<file path="config.mk">
export PLATFORM = sky130hd
export DESIGN_NAME = rsc_reset_source_controller
export DESIGN_NICKNAME = d
export VERILOG_FILES = /design/src/rsc_pkg.sv /design/src/rsc_reset_source_controller.sv
export SDC_FILE = /design/constraint.sdc
export NUM_CORES = 1
export LEC_CHECK = 0
export BUFFER_PORTS_ARGS = -buffer_cell sky130_fd_sc_hd__buf_4
export CORE_ASPECT_RATIO = 1.75
export CORE_MARGIN = 2
export CORE_UTILIZATION = 25
export DETAILED_ROUTE_END_ITERATION = 16
export PLACE_DENSITY_LB_ADDON = 0.2
export SLEW_MARGIN = 10
export SYNTH_ARGS = -nofsm -noshare
export SYNTH_HDL_FRONTEND = slang
export SYNTH_SLANG_ARGS = --single-unit
</file>
<file path="constraint.sdc">
create_clock -name SYS_CLK -period 2.6 [get_ports SYS_CLK]
set_clock_uncertainty 0.15 [all_clocks]
set_input_delay 0.26 -clock SYS_CLK [delete_from_list [all_inputs] [get_ports SYS_CLK]]
set_output_delay 0.26 -clock SYS_CLK [all_outputs]
set_load 0.02 [all_outputs]
</file>
<file path="src/rsc_pkg.sv">
/*
 * rsc_pkg: constants and carrier types for the reset source controller.
 * assumes a single 25 MHz system clock; no software-visible registers.
 */
package rsc_pkg;

  // ****************************************************************
  // timing
  // ****************************************************************
  localparam int RSC_CLK_PERIOD_NS = 40;
  localparam int RSC_PIN_MIN_WIDTH_NS = 10000;
  localparam int RSC_PIN_MIN_CYC = (RSC_PIN_MIN_WIDTH_NS + RSC_CLK_PERIOD_NS - 1) /
                                   RSC_CLK_PERIOD_NS;
  localparam int RSC_PROC_CYC = 16;
  localparam int RSC_STAB_CYC = 64;
  localparam int RSC_CNT_W = 8;

  // ****************************************************************
  // reset values and codes
  // ****************************************************************
  localparam logic [19:0] RSC_RESET_VECTOR_ADDR = 20'h00000;
  localparam logic [7:0] RSC_ILLEGAL_OPCODE = 8'hFF;
  localparam int RSC_LVD_ON_BIT = 7;
  localparam int RSC_PORT_W = 8;
  localparam logic [RSC_PORT_W-1:0] RSC_PORT_LOW_MASK = 8'h01;

  // ****************************************************************
  // carrier types
  // ****************************************************************
  typedef struct packed {
    logic pin;
    logic wdt;
    logic power_on_clear;
    logic lvd;
    logic illegal;
    logic check_err;
  } rsc_causes_t;

  typedef struct packed {
    logic x1_en;
    logic xt1_en;
    logic hoco_en;
    logic loco_en;
    logic ext_clk_valid;
  } rsc_osc_t;

  typedef enum logic [1:0] {
    RSC_ST_RESET,
    RSC_ST_PROC,
    RSC_ST_STAB,
    RSC_ST_RUN
  } rsc_state_t;

endpackage

</file>
<file path="src/rsc_reset_source_controller.sv">
/*
 * rsc_reset_source_controller: merges reset causes into one system reset,
 * sequences release, parks the pins and restarts from the reset vector.
 * assumes detector levels are asynchronous, cpu/debug strobes are on SYS_CLK.
 */
// Contract
// - merge six reset causes into one reset
// - restart fetch from vector at lowest addresses
// - pins high impedance, one pin drives low
// - hold reset while pin low, then run
// - watchdog reset releases itself automatically
// - hold supply reset until detector recovers
// - illegal opcode execution raises internal reset
// - no illegal opcode reset under debug
// - stop oscillators, ignore external clock in reset; hoco_en is already on during the stabilisation wait while SYS_RESET is high
// - keep ram contents through reset from stop
// - return special registers to initial values
// - set detector enable bit on restart
`timescale 1ns/10ps
module rsc_reset_source_controller
  import rsc_pkg::*;
(
  // clock and reset
  input wire logic SYS_CLK,
  input wire logic RST,
  // reset causes
  input wire logic RESET_PIN_N,
  input wire logic WDT_OVERFLOW,
  input wire logic POWER_ON_CLEAR_LOW,
  input wire logic LVD_LOW,
  input wire logic CHECK_ERROR,
  // cpu side
  input wire logic OPCODE_VALID,
  input wire logic [7:0] OPCODE,
  input wire logic DEBUG_EMULATION,
  input wire logic LVD_ON_CLEAR,
  input wire logic IN_STOP_MODE,
  // outputs
  output logic SYS_RESET,
  output logic CPU_START,
  output logic [19:0] CPU_FETCH_ADDR,
  output rsc_osc_t OSC_CTRL,
  output logic [RSC_PORT_W-1:0] PORT_OE,
  output logic [RSC_PORT_W-1:0] PORT_OUT,
  output logic SFR_INIT,
  output logic RAM_RETAIN,
  output logic LOW_VOLTAGE_DETECT_ON,
  output rsc_causes_t LAST_CAUSE
);

  // ****************************************************************
  // input synchronisers
  // ****************************************************************
  logic [3:0] sync1;
  logic [3:0] sync2;
  always_ff @(posedge SYS_CLK or posedge RST) begin
    if (RST) begin
      sync1 <= 4'h0;
      sync2 <= 4'h0;
    end else begin
      sync1 <= {~RESET_PIN_N, WDT_OVERFLOW, POWER_ON_CLEAR_LOW, LVD_LOW};
      sync2 <= sync1;
    end
  end

  // ****************************************************************
  // cause merge
  // ****************************************************************
  rsc_causes_t cause;
  logic any_cause;
  logic hold_cause;
  always_comb begin
    cause.pin = sync2[3];
    cause.wdt = sync2[2];
    cause.power_on_clear = sync2[1];
    cause.lvd = sync2[0];
    cause.illegal = OPCODE_VALID && (OPCODE == RSC_ILLEGAL_OPCODE)
                    && !DEBUG_EMULATION;
    cause.check_err = CHECK_ERROR;
    any_cause = |cause;
    // levels that keep reset held; pulses only start it
    hold_cause = cause.pin || cause.power_on_clear || cause.lvd;
  end

  // ****************************************************************
  // release sequencer
  // ****************************************************************
  rsc_state_t state;
  rsc_state_t next_state;
  logic [RSC_CNT_W-1:0] cnt;
  logic [RSC_CNT_W-1:0] next_cnt;
  always_comb begin
    next_state = state;
    next_cnt = cnt;
    if (any_cause) begin
      next_state = RSC_ST_RESET;
      next_cnt = '0;
    end else begin
      unique case (state)
        RSC_ST_RESET: begin
          if (!hold_cause) begin
            next_state = RSC_ST_PROC;
            next_cnt = '0;
          end
        end
        RSC_ST_PROC: begin
          if (cnt == RSC_CNT_W'(RSC_PROC_CYC - 1)) begin
            next_state = RSC_ST_STAB;
            next_cnt = '0;
          end else begin
            next_cnt = cnt + 1'b1;
          end
        end
        RSC_ST_STAB: begin
          if (cnt == RSC_CNT_W'(RSC_STAB_CYC - 1)) begin
            next_state = RSC_ST_RUN;
            next_cnt = '0;
          end else begin
            next_cnt = cnt + 1'b1;
          end
        end
        RSC_ST_RUN: begin
          next_cnt = '0;
        end
      endcase
    end
  end

  always_ff @(posedge SYS_CLK or posedge RST) begin
    if (RST) begin
      state <= RSC_ST_RESET;
      cnt <= '0;
    end else begin
      state <= next_state;
      cnt <= next_cnt;
    end
  end

  // ****************************************************************
  // outputs
  // ****************************************************************
  logic next_sys_reset;
  logic next_cpu_start;
  rsc_osc_t next_osc;
  logic next_ram_retain;
  logic next_lvd_on;
  rsc_causes_t next_last;
  logic in_reset;
  always_comb begin
    in_reset = (next_state != RSC_ST_RUN);
    next_sys_reset = in_reset;
    next_cpu_start = (state == RSC_ST_STAB) && (next_state == RSC_ST_RUN);
    // only the internal high-speed oscillator restarts; the rest wait for software
    next_osc.x1_en = 1'b0;
    next_osc.xt1_en = 1'b0;
    next_osc.loco_en = 1'b0;
    next_osc.ext_clk_valid = 1'b0;
    next_osc.hoco_en = (next_state == RSC_ST_STAB) || (next_state == RSC_ST_RUN);
    // ram is never cleared here; retain flags a stop-mode wake in progress
    next_ram_retain = RAM_RETAIN ? in_reset : (IN_STOP_MODE && any_cause);
    next_lvd_on = LOW_VOLTAGE_DETECT_ON;
    if (next_cpu_start) begin
      next_lvd_on = 1'b1;
    end else if (LVD_ON_CLEAR && !in_reset) begin
      next_lvd_on = 1'b0;
    end
    next_last = any_cause ? (LAST_CAUSE | cause) : LAST_CAUSE;
    if (next_cpu_start) begin
      next_last = LAST_CAUSE;
    end else if (any_cause && (state == RSC_ST_RUN)) begin
      next_last = cause;
    end
  end

  always_ff @(posedge SYS_CLK or posedge RST) begin
    if (RST) begin
      SYS_RESET <= 1'b1;
      CPU_START <= 1'b0;
      CPU_FETCH_ADDR <= RSC_RESET_VECTOR_ADDR;
      OSC_CTRL <= '0;
      PORT_OE <= RSC_PORT_LOW_MASK;
      PORT_OUT <= '0;
      SFR_INIT <= 1'b1;
      RAM_RETAIN <= 1'b0;
      LOW_VOLTAGE_DETECT_ON <= 1'b1;
      LAST_CAUSE <= '0;
    end else begin
      SYS_RESET <= next_sys_reset;
      CPU_START <= next_cpu_start;
      CPU_FETCH_ADDR <= RSC_RESET_VECTOR_ADDR;
      OSC_CTRL <= next_osc;
      PORT_OE <= RSC_PORT_LOW_MASK;
      PORT_OUT <= '0;
      SFR_INIT <= next_sys_reset;
      RAM_RETAIN <= next_ram_retain;
      LOW_VOLTAGE_DETECT_ON <= next_lvd_on;
      LAST_CAUSE <= next_last;
    end
  end
endmodule

</file>
[Word level (Yosys, flattened, before mapping)]
Cells that the tools add are included.
Word-level totals
  bits in registers: 29
  output and inout port bits: 52
  input port bits: 19
  bits in latches: 0
  memories: 0
  memory bits (writable): 0
  logic and storage cells: 60
  ROM bits: 0
Operators by class
  bitwise gates (word level): 3
  magnitude comparators: 0
  reduce and logical (&&, ||, !) cells: 16
  mux-type cells: 15
  add/sub/neg operators: 1
  shift-type cells: 0
  div/mod/pow operators: 0
  $mul: 0
  equal/unequal tests: 10
Operator list (number)
  $mux 8: 4
  $pmux 8 s4: 1
  $mux 6: 2
  $add 8x1->8 const B: 1
  $eq 2x2->1 const B: 4
  $eq 8x4->1 const B: 1
  $eq 8x6->1 const B: 1
  $eq 8x8->1 const B: 1
  $mux 2: 4
  $logic_and 1x1->1: 6
  $or 6x6->6: 1
  $pmux 2 s3: 1
  $reduce_or 6->1: 1
  $reduce_bool 2->1: 2
  $logic_or 1x1->1: 3
  $mux 1: 3
  $ne 3x3->1 const B: 1
  $eq 2x1->1 const B: 1
  $logic_not 1->1: 2
  $logic_not 2->1: 1
  $ne 2x2->1 const B: 1
  $not 1->1: 2
  $reduce_and 2->1: 1

[Longest topological paths before layout]
  word-level depth: 10
  mapped depth: 7

[Worst setup path before layout]
Ideal clock, no wire load.
  path type: register -> register
  from: register sync2[3]
  to: register cnt[3]
  cell stages (with the launch flop): 6
  data arrival time: 1808 ps
  slack: 571 ps
  data required time: 2379 ps
  path through: dfrtp_1 > or3_1 > or3_4 > a2111o_1 > a31o_4 > nor2_1
On the way
  longest elaborated chain between the ends: 3
  elaborated cells between the ends (all ways): 5
Ends and longest elaborated chain
  from (decl): line rsc_reset_source_controller.sv:55  | logic [3:0] sync2;
  from (signal assigned): line rsc_reset_source_controller.sv:62  | sync2 <= sync1;
  parallel branches: the longest is 3 deep, another holds $reduce_or 6->1
  to (signal assigned): line rsc_reset_source_controller.sv:135  | cnt <= next_cnt;
  to (decl): line rsc_reset_source_controller.sv:90  | logic [RSC_CNT_W-1:0] cnt;
Several ways; the timed one is not identified.
A chain may end at the register's enable or synchronous reset.

[Worst setup path in the final report]
  from: register sync2[3]
  to: register cnt[7]
The elaborated chain is that of the path after synthesis.

==> impl_metrics.yaml <==
setup_path:
  crit_buf_inv: 0
  cp_data_arrival_time_ns: 2.23
  r2r-start: "sync2[3]"
  critical_path_required_ns: 2.66
  startpoint_type: "register"
  crit_chain: "or3_1 -> or3_4 -> a2111o_1 -> a31o_4 -> nor2_1"
  worstSetupStartpoint: "sync2[3]"
  max_stage_delay_ns: 0.43
  worstPathMaxFanout: 6
  worstSetupPathType: "reg -> reg"
  critPathTopFamily: "simple AND/OR/NAND/NOR gates"
  slowest_stage: "a2111o_1"
  end_kind: "register"
detailed_routing:
  ant_nets: 0
  routed_wirelength_um: 2900
  drtIter0Drc: 14
  dr.pass1.iters: 4
  num_vias: 1054
  drc: 0
  routed_via_density: 3.99
  routedWlPerCell_um: 11.0
cells_and_area:
  utilization_pct: 31.7
  fillers: 657
  nNetsFinal: 209
  antenna_cells: 0
  multiInputGateArea_um2: 618
  final-seq-area_um2: 728
  final_layout_size_suffix_gt1_share_pct: 25.3
  layout_common_cells: "conb_1 (40), buf_4 (32), dfrtp_1 (27)"
  layout_commonest_cell: "conb_1"
  syn_to_final_growth_pct: 22.0
worst_hold_path:
  hold_start: "CHECK_ERROR"
  hp-class: "in -> reg"
sta:
  finalSetupViolations: 0
  fmax_ghz: 0.461
  setup_ws_ns: 0.431
  min_period_ns: 2.17
  timing.setup.tns_ns: 0
  rsz0062_at_grt: "no"
  tightest_slew_ns: 0.688
  slew_headroom_pct: 53.8
  hold_viol: 0
  finalCritPeriodShare_pct: 83.4
  final_max_slew_viol_count: 0
  holdWs_ns: 0.0266
grt:
  grt_pass1_wl_um: 4380
  grt_max_degree: 30
  grt_usage_pct: 8.48
  overflow: 0
  antenna_found_initial: 0
  grt_pass1_vias: 998
placed_design:
  port-buffer-count: 30
  dpl_worst_slack_ns: 0.429
  place.gp.congestion: 0.765
  dp_hpwl_um: 2260
synth:
  synth_top_area_share_pct: 43.8
  ys_warn_count: 0
  avgSynthCellArea_um2: 10.7
  ys_seq_elements: 29
  synth_cell_types: 37
  yosysTopAreaCell: "dfrtp_1"
  syn_inst: 144
  synth_edf_count: 0
  ys_seq_area_share_pct: 47.2
  synthArstFlopShare_pct: 100
  synth_flop_cell: "dfrtp_1"
  syn_area_um2: 1540
  yosys-top-cells-area: "dfrtp_1 (44%), buf_4 (20%), ha_1 (4.1%)"
floorplan:
  die_w_um: 63.4
  rows: 37
  core-area_um2: 5930
  io_pins: 71
  dieArea_um2: 6830
  initial_core_util_pct: 26.0
  die_y_um: 108
clock_network:
  clk_transition_reported_paths_ns: 0.06
  cts.sinks: 29
  cts_tree: "built"
  clk_latency_ns: 0.28
  numCtsBuffers: 5
  cts_resized: 0
  post_cts.repair.setup_buffers: 0
  clk_root_buffer_cell: "clkbuf_8"
  clk_path_buf_depth: 2
  cts_max_level: 2
power:
  total_power_uw: 1050
  ir_drop_uv: 375
  p_leak_uw: 0.000890
  p_per_area_nw_per_um2: 557
run:
  drv_cap: 0
status:
  outcome: "finished clean"
-- where the power goes --
part / leakage [uW] / switching, uW / internal [uW]
Combinational: 0.000483 / 73.9 / 31.5
Sequential: 0.000349 / 5.21 / 461
Clock: 0.0000585 / 164 / 312
Total: 0.000890 / 243 / 804
-- worst reg2reg max path: cells and delay by family (launching register included) --
kind               cells  cell delay [ns]
and+or+nand+nor        3             0.88
AOI/OAI and AO/OA      2             0.68
DFF                    1             0.39
-- synthesized netlist by cell type (all sizes together) (2+ instances only) --
cell    instances
ha              5
xor2            4
and2            2
nor2            9
or3             2
a211oi          2
a21o            7
xnor2           2
conb            2
dfrtp          27
nand2           2
and3            2
dfstp           2
nand3           4
buf            41
o21a            2
o21ai           3
nor3            2
inv             8
-- state kept, by name, summed over array words and instances (netlist names) --
| signal | count |
|---|---|
| RAM_RETAIN | 1 |
| sync2 | 4 |
| OSC_CTRL | 1 |
| cnt | 8 |
| sync1 | 4 |
| LOW_VOLTAGE_DETECT_ON | 1 |
| state | 2 |
| LAST_CAUSE | 6 |
| SFR_INIT | 1 |
| CPU_START | 1 |
-- per-layer routing --
| layer | track usage, % | vias to the layer above | routed length (um) | part of all wire [%] |
|---|---|---|---|---|
| met1 | 6.96 | 511 | 899 | 31 |
| li1 | - | 485 | - | - |
| met2 | 17.7 | 50 | 1740 | 60 |
| met4 | 4.19 | 0 | 68 | 2.3 |
| met5 | 0 | - | 0 | 0 |
| met3 | 1.99 | 8 | 187 | 6.5 |
-- logic make-up (layout without fill, tap and decap cells) --
family                     Yosys count  count (layout)  synth area share (%)
AOI/OAI and AO/OA                   23              23                  11.9
xor gates and xnor gates             6               6                  3.41
adders and majority gates            5               5                  4.06
buffers and inverters               49              53                  21.9
DFF                                 29              29                  47.2
other                                2              40                 0.487
and+or+nand+nor                     30              30                  11.0
-- repair_timing --
action / 4_1_cts / 5_1_grt
endpoints found under the hold margin: 31 / 0
hold buffers: 5 / 0
setup endpoints to repair: 0 / 0
-- final cells by class --
type | count | area share (%)
inverter | 8 | 1.60
clock inverter | 1 | 1.60
clock buffer | 7 | 4.59
timing repair buffer | 37 | 15.4
sequential | 29 | 38.7
multi-input combinational | 104 | 32.9
tap | 78 | 5.19
-- worst paths after layout --
path / cells past startpoint / endpoint / slack (ns)
min in group asynchronous: 4 / OSC_CTRL[2] / 0.46
worst max register to register: 5 / cnt[7] / 0.43
worst min register to register: 0 / sync2[0] / 0.19
worst max-delay path: 5 / cnt[7] / 0.43
max in group asynchronous: 4 / LOW_VOLTAGE_DETECT_ON / 1.53
worst min-delay path: 2 / LAST_CAUSE[0] / 0.03
-- through the flow --
stage	std cells	area, um2
CTS	264	1880
detailed placement	251	1710
floorplan	182	1680
global placement	251	1710
finish	264	1880
global route	264	1880
(Power assumes the default switching activity.)
